===== src/hdl/dbsp_pkg.sv =====
// Package for the depth surface state packet decoder: layouts, codes, register map
// Operation
// RQ1: Depth surface state is taken as unpipelined state, applied at once.
// RQ2: Header bits 31:29 and 28:27 must both hold 3h.
// RQ3: Header opcode bits 26:24 must be 1h, the unpipelined group.
// RQ4: Header sub-opcode bits 23:16 must be 05h for this packet.
// RQ5: Header length bits 7:0 hold total dwords minus 2, nominally 3h.
// RQ6: Surface type 0-3 are 1D, 2D, volume, cube; 7 empty; 4-6 reserved.
// RQ7: Software matches depth and colour surface types unless either is empty.
// RQ8: A dword 1 bit says whether the surface is tiled or linear.
// RQ9: Software keeps tiled surfaces in uncached main memory only.
// RQ10: Tile walk bit 26 value 1 means Y-major, 0 is reserved.
// RQ11: Tile walk is ignored while the surface is linear.
// RQ12: Software always picks Y-major for a tiled depth surface.
// RQ13: Bit 25 set drops the origin offset from depth, not colour, coordinates.
// RQ14: Software sets bit 25 for field-mode surfaces with line skipping.
// RQ15: Tiled rendering mode bits 24:23 must be 0h; other codes reserved.
// RQ16: Software flushes the render cache before changing the tiled mode.
// RQ17: First tiled mode keeps rendering inside one aligned 64x32 block.
// RQ18: Second tiled mode never writes depth back to memory.
// RQ19: Either tiled mode needs a Y-major depth surface.
// RQ20: Depth test, stencil test, depth write are off for an empty surface.
// RQ21: Captured fields hold until the next depth surface state packet.
// RQ22: Producer drives reserved header and dword 1 bits as zero.
package dbsp_pkg;
  localparam logic [2:0] graphics_pipe_command_type = 3'h3;
  localparam logic [1:0] three_d_command_subtype    = 2'h3;
  localparam logic [2:0] unpipelined_state_group    = 3'h1;
  localparam logic [7:0] depth_surface_state_packet = 8'h05;
  localparam logic [7:0] NOMINAL_LEN                = 8'h03;

  localparam logic [2:0] one_dim_surface = 3'h0;
  localparam logic [2:0] two_dim_surface = 3'h1;
  localparam logic [2:0] volume_surface  = 3'h2;
  localparam logic [2:0] cube_surface    = 3'h3;
  localparam logic [2:0] empty_surface   = 3'h7;

  localparam logic       y_major_tiling            = 1'h1;
  localparam logic [1:0] normal_render_mode        = 2'h0;
  localparam logic [1:0] block_tiled_render_mode   = 2'h1;
  localparam logic [1:0] cache_resident_depth_mode = 2'h3;

  localparam int TYPE_HI = 31;
  localparam int TILED_BIT = 27;
  localparam int WALK_BIT = 26;
  localparam int OFFDIS_BIT = 25;
  localparam int MODE_HI = 24;

  localparam logic [31:0] CTRL_ADDR   = 32'h0000_0000;
  localparam logic [31:0] STATE_ADDR  = 32'h0000_0004;
  localparam logic [31:0] ORIGIN_ADDR = 32'h0000_0008;
  localparam logic [31:0] ERR_ADDR    = 32'h0000_000C;
  localparam logic [31:0] CTRL_RESET  = 32'h0000_0001;
  localparam logic [1:0]  RESP_OKAY   = 2'h0;
  localparam logic [1:0]  RESP_SLVERR = 2'h2;

  typedef struct packed {
    logic [2:0] surf_type;
    logic       tiled;
    logic       walk;
    logic       offset_dis;
    logic [1:0] mode;
  } dbsp_state_type;

  localparam dbsp_state_type STATE_RESET = '{surf_type: empty_surface, default: '0};

  typedef enum logic [1:0] {
    ST_HEAD = 2'b00,
    ST_BODY = 2'b01,
    ST_SKIP = 2'b10
  } dbsp_fsm_type;
endpackage

===== src/hdl/dbsp_decoder.sv =====
// Depth surface state packet decoder with AXI4-Lite status and control
//
// The register addresses and the AXI4-Lite interface to the registers were decided locally.
`timescale 1ns/1ps
module dbsp_decoder
  import dbsp_pkg::*;
(
  input  wire logic        clk,
  input  wire logic        reset,
  input  wire logic        ce,
  input  wire logic        cmd_valid,
  input  wire logic [31:0] cmd_data,
  output logic             cmd_ready,
  input  wire logic        z_test_en,
  input  wire logic        stencil_test_en,
  input  wire logic        z_write_en,
  output logic             q_z_test_en,
  output logic             q_stencil_test_en,
  output logic             q_z_write_en,
  input  wire logic        px_valid,
  input  wire logic [15:0] px_x,
  input  wire logic [15:0] px_y,
  output logic             pxo_valid,
  output logic [15:0]      depth_x,
  output logic [15:0]      depth_y,
  output logic [15:0]      color_x,
  output logic [15:0]      color_y,
  output dbsp_state_type   depth_state,
  output logic             eff_y_major,
  output logic             no_depth_writeback,
  input  wire logic [31:0] s_axi_awaddr,
  input  wire logic        s_axi_awvalid,
  output logic             s_axi_awready,
  input  wire logic [31:0] s_axi_wdata,
  input  wire logic [3:0]  s_axi_wstrb,
  input  wire logic        s_axi_wvalid,
  output logic             s_axi_wready,
  output logic [1:0]       s_axi_bresp,
  output logic             s_axi_bvalid,
  input  wire logic        s_axi_bready,
  input  wire logic [31:0] s_axi_araddr,
  input  wire logic        s_axi_arvalid,
  output logic             s_axi_arready,
  output logic [31:0]      s_axi_rdata,
  output logic [1:0]       s_axi_rresp,
  output logic             s_axi_rvalid,
  input  wire logic        s_axi_rready
);

  function automatic logic [31:0] merge(input logic [31:0] old_v,
                                        input logic [31:0] new_v,
                                        input logic [3:0]  strb);
    logic [31:0] res;
    res = old_v;
    for (int i = 0; i < 4; i++) begin
      if (strb[i]) begin
        res[8*i +: 8] = new_v[8*i +: 8];
      end
    end
    return res;
  endfunction

  // Registers
  logic [31:0]    ctrl;
  logic [31:0]    origin;
  logic [15:0]    err_count;
  logic           hdr_err;
  logic           len_err;
  logic           mode_err;
  dbsp_fsm_type   fsm;
  logic [7:0]     skip_left;

  // Packet decode
  wire take       = ce & cmd_valid & cmd_ready;
  wire dec_on     = ctrl[0];
  wire hdr_type   = cmd_data[31:29] == graphics_pipe_command_type;  // see RQ2
  wire hdr_sub    = cmd_data[28:27] == three_d_command_subtype;     // see RQ2
  wire hdr_op     = cmd_data[26:24] == unpipelined_state_group;     // see RQ3
  wire hdr_subop  = cmd_data[23:16] == depth_surface_state_packet;  // see RQ4
  wire hdr_match  = hdr_type & hdr_sub & hdr_op & hdr_subop & dec_on;
  wire [7:0] len  = cmd_data[7:0];
  wire head_take  = take & (fsm == ST_HEAD);
  wire body_take  = take & (fsm == ST_BODY);
  wire skip_take  = take & (fsm == ST_SKIP);
  wire [1:0] d1_mode = cmd_data[MODE_HI -: 2];

  // A header that is not ours still has its length honoured, so the
  // decoder stays in step with the command stream.
  dbsp_fsm_type next_fsm;
  logic [7:0]   next_skip;
  always_comb begin
    next_fsm  = fsm;
    next_skip = skip_left;
    case (fsm)
      ST_HEAD: begin
        if (head_take) begin
          next_skip = len;                                // see RQ5
          next_fsm  = hdr_match ? ST_BODY : ST_SKIP;
        end
      end
      ST_BODY: begin
        if (body_take) begin
          // Dword 1 counts against the length, so the skip resumes one lower
          next_skip = skip_left - 8'h01;                  // see RQ5
          next_fsm = (skip_left == 8'h00) ? ST_HEAD : ST_SKIP;
        end
      end
      ST_SKIP: begin
        if (skip_take) begin
          next_skip = skip_left - 8'h01;
          if (skip_left == 8'h00) begin
            next_fsm = ST_HEAD;
          end
        end
      end
      default: begin
        next_fsm = ST_HEAD;
      end
    endcase
  end

  // Field capture: applied straight from dword 1, outside any pipeline
  dbsp_state_type next_state;
  always_comb begin
    next_state = depth_state;                            // see RQ21
    if (body_take) begin                                 // see RQ1
      next_state.surf_type  = cmd_data[TYPE_HI -: 3];    // see RQ6
      next_state.tiled      = cmd_data[TILED_BIT];       // see RQ8
      next_state.walk       = cmd_data[WALK_BIT];
      next_state.offset_dis = cmd_data[OFFDIS_BIT];
      next_state.mode       = d1_mode;                   // see RQ15
    end
  end

  // Derived controls; reserved surface codes behave as non-empty
  wire is_empty  = depth_state.surf_type == empty_surface;
  wire next_empty = next_state.surf_type == empty_surface;
  wire next_ymaj = next_state.tiled &                    // see RQ11
                   (next_state.walk == y_major_tiling);  // see RQ10
  wire next_nowb = next_state.mode == cache_resident_depth_mode; // see RQ18
  wire [15:0] org_x = origin[15:0];
  wire [15:0] org_y = origin[31:16];
  wire [15:0] z_org_x = depth_state.offset_dis ? 16'h0000 : org_x; // see RQ13
  wire [15:0] z_org_y = depth_state.offset_dis ? 16'h0000 : org_y; // see RQ13

  wire bad_len   = head_take & hdr_match & (len != NOMINAL_LEN);   // see RQ5
  wire bad_hdr   = head_take & ~hdr_match & dec_on;
  wire bad_mode  = body_take & (d1_mode != normal_render_mode);    // see RQ15

  always_ff @(posedge clk or posedge reset) begin
    if (reset) begin
      fsm         <= ST_HEAD;
      skip_left   <= 8'h00;
      cmd_ready   <= 1'b0;
      depth_state <= STATE_RESET;
      eff_y_major <= 1'b0;
      no_depth_writeback <= 1'b0;
    end else if (ce) begin
      fsm         <= next_fsm;
      skip_left   <= next_skip;
      cmd_ready   <= 1'b1;
      depth_state <= next_state;
      eff_y_major <= next_ymaj;
      no_depth_writeback <= next_nowb;
    end
  end

  // Test enables qualified by the surface being loaded (next_state), so they switch with depth_state
  always_ff @(posedge clk or posedge reset) begin
    if (reset) begin
      q_z_test_en       <= 1'b0;
      q_stencil_test_en <= 1'b0;
      q_z_write_en      <= 1'b0;
    end else if (ce) begin
      q_z_test_en       <= z_test_en & ~next_empty;        // see RQ20
      q_stencil_test_en <= stencil_test_en & ~next_empty;  // see RQ20
      q_z_write_en      <= z_write_en & ~next_empty;       // see RQ20
    end
  end

  // Coordinate path: colour always gets the origin, depth only when allowed
  always_ff @(posedge clk or posedge reset) begin
    if (reset) begin
      pxo_valid <= 1'b0;
      depth_x   <= 16'h0000;
      depth_y   <= 16'h0000;
      color_x   <= 16'h0000;
      color_y   <= 16'h0000;
    end else if (ce) begin
      pxo_valid <= px_valid;
      depth_x   <= px_x + z_org_x;
      depth_y   <= px_y + z_org_y;
      color_x   <= px_x + org_x;
      color_y   <= px_y + org_y;
    end
  end

  // Sticky errors: a new error wins over a clear in the same cycle
  logic       clr_err;
  wire [15:0] err_inc = (bad_len | bad_hdr | bad_mode) ? 16'h0001 : 16'h0000;
  always_ff @(posedge clk or posedge reset) begin
    if (reset) begin
      hdr_err   <= 1'b0;
      len_err   <= 1'b0;
      mode_err  <= 1'b0;
      err_count <= 16'h0000;
    end else if (ce) begin
      hdr_err   <= bad_hdr | (hdr_err & ~clr_err);
      len_err   <= bad_len | (len_err & ~clr_err);
      mode_err  <= bad_mode | (mode_err & ~clr_err);
      err_count <= (clr_err ? 16'h0000 : err_count) + err_inc;
    end
  end

  // AXI4-Lite write: address and data taken in either order
  logic        aw_held;
  logic        w_held;
  logic [31:0] aw_addr;
  logic [31:0] w_data;
  logic [3:0]  w_strb;
  wire aw_take = ce & s_axi_awvalid & s_axi_awready;
  wire w_take  = ce & s_axi_wvalid & s_axi_wready;
  wire wr_go   = aw_held & w_held & ~s_axi_bvalid;
  wire wr_ctrl = wr_go & (aw_addr == CTRL_ADDR);
  wire wr_org  = wr_go & (aw_addr == ORIGIN_ADDR);
  wire wr_err  = wr_go & (aw_addr == ERR_ADDR);
  wire wr_ok   = wr_ctrl | wr_org | wr_err;
  assign clr_err = wr_err & w_data[0];

  always_ff @(posedge clk or posedge reset) begin
    if (reset) begin
      aw_held       <= 1'b0;
      w_held        <= 1'b0;
      aw_addr       <= 32'h0000_0000;
      w_data        <= 32'h0000_0000;
      w_strb        <= 4'h0;
      s_axi_awready <= 1'b0;
      s_axi_wready  <= 1'b0;
      s_axi_bvalid  <= 1'b0;
      s_axi_bresp   <= RESP_OKAY;
      ctrl          <= CTRL_RESET;
      origin        <= 32'h0000_0000;
    end else if (ce) begin
      s_axi_awready <= ~aw_held & ~aw_take & ~s_axi_bvalid;
      s_axi_wready  <= ~w_held & ~w_take & ~s_axi_bvalid;
      if (aw_take) begin
        aw_held <= 1'b1;
        aw_addr <= s_axi_awaddr;
      end
      if (w_take) begin
        w_held <= 1'b1;
        w_data <= s_axi_wdata;
        w_strb <= s_axi_wstrb;
      end
      if (wr_go) begin
        aw_held      <= 1'b0;
        w_held       <= 1'b0;
        s_axi_bvalid <= 1'b1;
        s_axi_bresp  <= wr_ok ? RESP_OKAY : RESP_SLVERR;
      end else if (s_axi_bready) begin
        s_axi_bvalid <= 1'b0;
      end
      if (wr_ctrl) begin
        ctrl <= merge(ctrl, w_data, w_strb) & 32'h0000_0001;
      end
      if (wr_org) begin
        origin <= merge(origin, w_data, w_strb);
      end
    end
  end

  // AXI4-Lite read
  wire rd_take = ce & s_axi_arvalid & s_axi_arready;
  wire [31:0] state_word = {depth_state.surf_type, depth_state.tiled,
                            depth_state.walk, depth_state.offset_dis,
                            depth_state.mode, 13'h0000, mode_err, len_err,
                            hdr_err, eff_y_major, no_depth_writeback,
                            3'h0, fsm, is_empty};
  logic [31:0] rd_word;
  logic        rd_ok;
  always_comb begin
    rd_ok   = 1'b1;
    rd_word = 32'h0000_0000;
    if (s_axi_araddr == CTRL_ADDR) begin
      rd_word = ctrl;
    end else if (s_axi_araddr == STATE_ADDR) begin
      rd_word = state_word;
    end else if (s_axi_araddr == ORIGIN_ADDR) begin
      rd_word = origin;
    end else if (s_axi_araddr == ERR_ADDR) begin
      rd_word = {16'h0000, err_count};
    end else begin
      rd_ok = 1'b0;
    end
  end

  always_ff @(posedge clk or posedge reset) begin
    if (reset) begin
      s_axi_arready <= 1'b0;
      s_axi_rvalid  <= 1'b0;
      s_axi_rdata   <= 32'h0000_0000;
      s_axi_rresp   <= RESP_OKAY;
    end else if (ce) begin
      s_axi_arready <= ~s_axi_rvalid & ~rd_take;
      if (rd_take) begin
        s_axi_rvalid <= 1'b1;
        s_axi_rdata  <= rd_word;
        s_axi_rresp  <= rd_ok ? RESP_OKAY : RESP_SLVERR;
      end else if (s_axi_rready) begin
        s_axi_rvalid <= 1'b0;
      end
    end
  end
endmodule // dbsp_decoder


===== config.mk =====
export PLATFORM = sky130hd
export DESIGN_NAME = dbsp_decoder
export DESIGN_NICKNAME = d
export VERILOG_FILES = /design/src/hdl/dbsp_pkg.sv /design/src/hdl/dbsp_decoder.sv
export SDC_FILE = /design/constraint.sdc
export NUM_CORES = 1
export LEC_CHECK = 0
export ABC_AREA = 0
export BUFFER_PORTS_ARGS = -buffer_cell sky130_fd_sc_hd__buf_2
export CORE_MARGIN = 2
export CORE_UTILIZATION = 40
export CTS_CLUSTER_DIAMETER = 40
export DETAILED_ROUTE_END_ITERATION = 8
export HOLD_SLACK_MARGIN = 0.15
export PLACE_DENSITY = 0.66
export SETUP_SLACK_MARGIN = 0.2
export SLEW_MARGIN = 15
export SYNTH_ARGS = -nofsm -noshare
export SYNTH_HDL_FRONTEND = slang
export SYNTH_SLANG_ARGS = --single-unit

===== constraint.sdc =====
create_clock -name clk -period 15.2 [get_ports clk]
set_clock_uncertainty 0.2 [all_clocks]
set_input_delay 2.28 -clock clk [delete_from_list [all_inputs] [get_ports clk]]
set_output_delay 2.28 -clock clk [all_outputs]
set_load 0.05 [all_outputs]

Word level (Yosys, flattened, before mapping):

Index checks and enable logic that the tools add are counted.

* bits in registers: 252
* input port bits: 177

* add/subtract/negate cells: 6
* eq/ne operators: 19
* mux-type cells: 34
* bitwise gates (word level): 55
* reduce and logical (&&, ||, !) cells: 26

Operators with widths (number)
* == test 32 x 4 -> 1 bit, second input constant: 4
* 2-to-1 mux 32 bit: 3
* adder 16 bit: 4
* zero test 32 bit: 2
* 2-to-1 mux 16 bit: 4
* AND 1 bit: 38
* == test 32 x 3 -> 1 bit, second input constant: 1
* 2-to-1 mux 8 bit: 4
* one-hot mux 8 bit (3 select lines): 1
* AND reduction 2 bit: 9
* adder 16 x 1 -> 16 bit: 1
* 2-to-1 mux 2 bit: 8
* AND reduction 3 bit: 5
* 2-to-1 mux 1 bit: 13
* NOT 1 bit: 10
* AND reduction 5 bit: 2
* nonzero test 2 bit: 5
* == test 8 x 3 -> 1 bit, second input constant: 1
* zero test 8 bit: 1
* inequality test 8 x 2 -> 1 bit, second input constant: 1
* subtractor 8 x 1 -> 8 bit, second input constant: 1
* OR 1 bit: 7
* == test 2 bit, second input constant: 3
* == test 3 bit, second input constant: 2
* other kinds (8): 10

Logic depth before layout (Yosys ltp):

* word-level depth: 12
* mapped depth: 14

Least setup slack after synthesis:

OpenSTA, ideal clock, no wires.

* path type: input -> register
* start point: input port cmd_data[4]
* end point: register err_count[7]
* setup time: 0.124 ns
* arrival time: 4.485 ns
* data required time: 14.876 ns
* path slack: 10.391 ns
* cell stages on the path: 12
* path buffers: 0
* cell sequence: or4_1 nor4_1 nand2_1 nand2_1 o22ai_1 ha_1 and3_1 and4_1 and2_1 nand2_1 nor3_1 a211o_1

* word-level cells in the longest chain between the ends: 6

Ends and longest elaborated chain
* from (decl): line dbsp_decoder.sv:12 `input wire logic [31:0] cmd_data,`
* inequality test 8 x 2 -> 1 bit: line dbsp_decoder.sv:146 `wire bad_len = head_take & hdr_match & (len != NOMINAL_LEN);`
* AND 1 bit: line dbsp_decoder.sv:146
* OR 1 bit (2 in a row): line dbsp_decoder.sv:200 `wire [15:0] err_inc = (bad_len | bad_hdr | bad_mode) ? 16'h0001 : 16'h0000;`
* 2-to-1 mux 1 bit: line dbsp_decoder.sv:200
* adder 16 x 1 -> 16 bit: line dbsp_decoder.sv:211 `err_count <= (clr_err ? 16'h0000 : err_count) + err_inc;`
* to (signal assigned): line dbsp_decoder.sv:211
* to (decl): line dbsp_decoder.sv:66 `logic [15:0] err_count;`

No other way between the ends.
A chain may end at the register's enable or synchronous reset.

Final worst setup path:

* start point: input port ce
* end point: register err_count[12]

* word-level cells in the longest chain between the ends: 9
* elaborated cells on any way between the ends: 13
* classes of those cells: add/sub (1); mux (1); bitwise (11)

Ends and longest elaborated chain
* from (decl): line dbsp_decoder.sv:10 `input wire logic ce,`
* AND 1 bit (2 in a row): line dbsp_decoder.sv:74 `wire take = ce & cmd_valid & cmd_ready;`
* AND 1 bit: line dbsp_decoder.sv:82 `wire head_take = take & (fsm == ST_HEAD);`
* AND 1 bit, on equally long branches (2 in a row): line dbsp_decoder.sv:146, dbsp_decoder.sv:147
* OR 1 bit (2 in a row): line dbsp_decoder.sv:200
* 2-to-1 mux 1 bit: line dbsp_decoder.sv:200
* adder 16 x 1 -> 16 bit: line dbsp_decoder.sv:211

Parallel ways exist; a longest one is shown, timed or not.

==> flow_results.org <==
** CTS
- CTS sink cnt :: between 200 and 300
- Clock transition at the registers of the reported paths :: ~0.060 ns
- Master cell of the clock root buffer :: sky130_fd_sc_hd__clkbuf_16
- In this run the number of H-tree levels came out at 2.
- For the worst-skew pair, the clock arrives at the later sink with an insertion delay of between 0.5 and 0.6 ns.
- Number of buffers between clock root and the deepest sink :: 3
- Total clock buffers created by CTS :: 43
- TritonCTS built the clock tree.
- In this run the post-CTS setup repair buffer count came out at 0.
- Post-CTS sizing :: 0
- Buffers inserted to repair hold after CTS numbered 0.

** Logic synthesis
- Seq/Total Area, Yosys :: 0.4676
- Gate count after technology mapping :: 1229
- Of the total synthesized cell area, the portion taken by AND, OR, NAND and NOR gates is 0.1236.
- In this run, synthesis produced a sequential element count of between 200 and 300.
- Arithmetic-cell share of the synthesized area counting full adders, half adders and majority gates :: 0.06765
- The cell area that synthesis handed to floorplanning was ~13000 µm².
- Complex-gate fraction of the synthesized area :: 0.1592
- Count of different cell masters after synthesis :: 76
- Library cell occupying the most area in the post-synthesis netlist :: sky130_fd_sc_hd__dfrtp_1
- Post-Synthesis Mean Instance Area :: ~11 µm²
- For this run, the leading register cell type out of synthesis is sky130_fd_sc_hd__dfrtp_1.
- Synth Warn # :: 0
- Of all flip-flops after synthesis, the portion carrying an async set or reset was 1.000.
- Area share of the largest cell type after synthesis :: 0.4597
- EDFF count, synth :: 0
- Share of synthesized area spent on multiplexers :: 0.1252
- Of the total synthesized cell area, the portion taken by XOR and XNOR cells is 0.02747.
- Cells taking the most area after synthesis :: sky130_fd_sc_hd__dfrtp_1 (46%), sky130_fd_sc_hd__mux2_2 (12%), sky130_fd_sc_hd__ha_1 (6.2%)
- After synthesis, the largest family of logic cells by area is compound AO/OA/AOI/OAI gates.

** Timing
- Slew HR :: 0.2708
- Number of hold violations in the final report :: 0
- Setup violations remaining at the end of the flow were counted as 0.
- Subtracting the final worst setup slack from the clock period gives 5.332 ns.
- In the finished design, the share of the clock period the worst path needs comes to 0.3508.
- Setup TNS after final layout :: 0 ns
- Highest clock frequency the design can meet :: between 150 and 200 MHz
- RSZ-0062 raised after global routing :: false
- At the pin with the least slew margin, the transition time is ~1.1 ns.
- Pins Over Slew Limit :: 0

** Floorplan
- Horizontal die dimension :: between 150 and 200 µm
- The floorplan step set the die height to approximately 190 µm.
- The floorplan step defined a die boundary enclosing about 35000 µm².
- The initialized floorplan defines 67 standard-cell rows.
- Initial standard-cell utilization of the core :: 0.4023
- In this run the standard cell core region covers 33280 µm².
- During I/O placement, the number of pins put on the boundary was slightly below 300.

** Setup path
- Number of cells on the worst reg-to-reg path :: 11
- CP Data Arrival Time :: 5.63 ns
- The setup check on the worst reg-to-reg path leaves a slack of 11.41 ns.
- On the worst path, the slowest cell contributes a delay of between 0.4 and 0.5 ns.
- The signal on the critical path passes through buf_4 -> and3_1 -> nand2_1 -> o22ai_1 -> ha_1 -> ha_1 -> nand4_1 -> nor2_1 -> nand2_1 -> or2_2 -> a21oi_1 -> a21o_1.
- In this run the critical register-to-register path is launched from aw_addr[0]$_DFFE_PP0P_.
- Buffering stage count on the worst path with inverters included :: 1
- Maximum fanout encountered on the critical timing path :: between 40 and 50
- WP data required :: between 15 and 20 ns
- For this design, the slowest cell found on the critical path is sky130_fd_sc_hd__nor2_1.
- The endpoint identified for the worst register-to-register timing path is err_count[7]$_DFFE_PP0P_.
- Startpoint Class :: primary input
- The critical path crosses 12 cells after its start point.
- The kind of cell with the highest combined delay along the critical path is simple AND/OR/NAND/NOR gates.
- Crit. End Element :: flop
- The critical path is of the primary input to flop type.

** Global route
- Via count of the first global-routing pass :: approximately 11000
- In the global route stage, overall resource usage came out at 0.2194.
- Antenna violations before repair :: 9
- Entering global routing, the biggest net connects 122 pins.
- Summed over all layers, the global routing overflow is 0.
- The first global-routing pass estimated just over 60000 µm of wire.

** Power
- Power spread over the standard cell area amounts to around 140 nW/µm².
- Net switching fraction of the power :: 0.3032
- Summed over all nets, the switching power comes to approximately 0.00071 W.
- Total power for the finished layout comes to between 0.002 and 0.0025 W.
- The analysis attributes to cell leakage a power of about 8.4 nW.
- Portion of total power attributed to the clock network :: 0.438
- Pint :: about 0.0016 W
- Across the VDD grid, the largest voltage drop is about 0.11 mV.
- Part of the total power dissipated in sequential elements :: 0.380
- Of the total power, combinational logic draws 0.182.

** Layout
- Counting the fill cells in the layout gives approximately 3100.
- After routing the design area is about 17000 µm².
- Number of nets in the final layout :: ~1800
- Leaving out fill and tap cells, the most frequent cell in the layout is sky130_fd_sc_hd__buf_2.
- At the end of the flow the core is filled with cells to 0.5037.
- Leading cell types in the layout, fill and taps excluded :: sky130_fd_sc_hd__buf_2 (285), sky130_fd_sc_hd__dfrtp_1 (246), sky130_fd_sc_hd__mux2_2 (146)
- Of the cells placed in the final design, the portion with a size suffix greater than 1 is 0.3542.
- Signed area change from the synthesized netlist to the final layout :: 25.20%

** Job
- Max_cap viols :: 0

** Placement
- # port buffers :: roughly 290
- In this run the cell area measured after placement is roughly 15000 µm².
- Placer's final routability congestion estimate :: between 0.8 and 0.9
- The HPWL after detailed placement is around 28000 µm.

** Hold path
- The tightest min-delay check is of the flop to flop type.
- Hold-critical path endpoint :: depth_y[9]$_DFFE_PP0P_
- In this run the most critical hold path is launched from depth_y[9]$_DFFE_PP0P_.
- Along the worst hold path, the cell count comes to 2.

** Drt
- Antenna-violating nets left :: 0
- For this run, design rule violations remaining after detail routing come to 0.
- In the routed layout, each cell is associated on average with a via count of approximately 5.4.
- For this block, the initial DRC count from the detailed router was just over 500.
- Iteration count of the initial detailed-routing pass :: 5
- Post-Route WL :: roughly 38000 µm
- Vias after detailed routing :: roughly 11000
- Average wire length per cell after detail routing :: between 15 and 20 µm

** Status
- The run finished with clean final reports.
## worst min-delay path, stage by stage, from the launching register on
cell	delay, ns
sky130_fd_sc_hd__dfrtp_1	0.33
sky130_fd_sc_hd__nand2_1	0.05
sky130_fd_sc_hd__o31ai_1	0.05
## cell usage after synthesis (13+ instances only)
cell and instances:
sky130_fd_sc_hd__mux2_2 146, sky130_fd_sc_hd__nor2_1 41, sky130_fd_sc_hd__nor4_1 16, sky130_fd_sc_hd__a22o_1 16
sky130_fd_sc_hd__dfrtp_1 246, sky130_fd_sc_hd__clkbuf_1 28, sky130_fd_sc_hd__a21o_1 32, sky130_fd_sc_hd__o21a_1 18
sky130_fd_sc_hd__o211ai_1 13, sky130_fd_sc_hd__o21ai_0 38, sky130_fd_sc_hd__nor3_1 16, sky130_fd_sc_hd__nor2b_1 36
sky130_fd_sc_hd__and3_1 21, sky130_fd_sc_hd__o31ai_1 25, sky130_fd_sc_hd__a21oi_1 76, sky130_fd_sc_hd__xor2_1 13
sky130_fd_sc_hd__inv_1 37, sky130_fd_sc_hd__nand3_1 19, sky130_fd_sc_hd__xnor2_1 29, sky130_fd_sc_hd__ha_1 66
sky130_fd_sc_hd__nand2_1 107
## metrics by stage
step / worst slack, ns / hold slack [ns] / instances
after floorplan: 5.855 / 0.2444 / 1230
after global placement: 9.361 / 0.2524 / 1918
after detailed placement: 9.300 / 0.2542 / 1918
after CTS: 9.893 / 0.2704 / 1998
after global routing: 9.410 / 0.2860 / 2003
final: 9.868 / 0.2720 / 2005
## worst max-delay path by stage
stage                      from                   endpoint  slack (ns)
final                        ce  err_count[12]$_DFFE_PP0P_        9.87
after detailed placement     ce  err_count[12]$_DFFE_PP0P_        9.30
after global placement       ce  err_count[12]$_DFFE_PP0P_        9.36
after global routing         ce  err_count[12]$_DFFE_PP0P_        9.41
after floorplan           reset     aw_addr[0]$_DFFE_PP0P_        5.85
after CTS                    ce  err_count[12]$_DFFE_PP0P_        9.89
## state kept, by name, summed over array words and instances (netlist names), 32 cells and up
| register | cells |
|---|---|
| aw_addr | 32 |
| origin | 32 |
| w_data | 32 |
| s_axi_rdata | 32 |
## cell type report
| type | count | area (µm²) | area share |
|---|---|---|---|
| diodes | 7 | 17.52 | 0.001045 |
| clock buffers | 47 | 1122 | 0.06695 |
| clock inverters | 33 | 411.6 | 0.02455 |
| inverters | 38 | 150.1 | 0.008956 |
| multi-input cells | 889 | 6755 | 0.4029 |
| flip-flops and latches | 250 | 6261 | 0.3735 |
| well taps | 448 | 560.5 | 0.03344 |
| repair buffers | 293 | 1486 | 0.08866 |
## per-layer routing
layer,GRT usage,up-vias,share of wire
met1,0.2807,5281,0.44
li1,-,5115,-
met4,0.08425,2,0.026
met2,0.3589,336,0.48
met5,0,-,0.00018
met3,0.05460,57,0.063
## cell families after synthesis
group / after synthesis
AND/OR/NAND/NOR: 315
AO/OA/AOI/OAI: 312
flip-flops: 250
multiplexers: 148
buffers and inverters: 91
adder cells (fa/ha/maj): 70
XOR/XNOR: 42
other: 1
## power by group through the flow
| stage | clock network, W | logic [W] | registers, W |
|---|---|---|---|
| finish | 0.00102 | 0.000426 | 0.000888 |
| global route | 0.00107 | 0.000466 | 0.000905 |
| CTS | 0.00104 | 0.000430 | 0.000887 |
| detailed placement | 0 | 0.000427 | 0.000897 |
| global placement | 0 | 0.000417 | 0.000891 |
| floorplan | 0 | 0.000237 | 0.000962 |
Note: power is estimated with default switching activity, not from simulation.
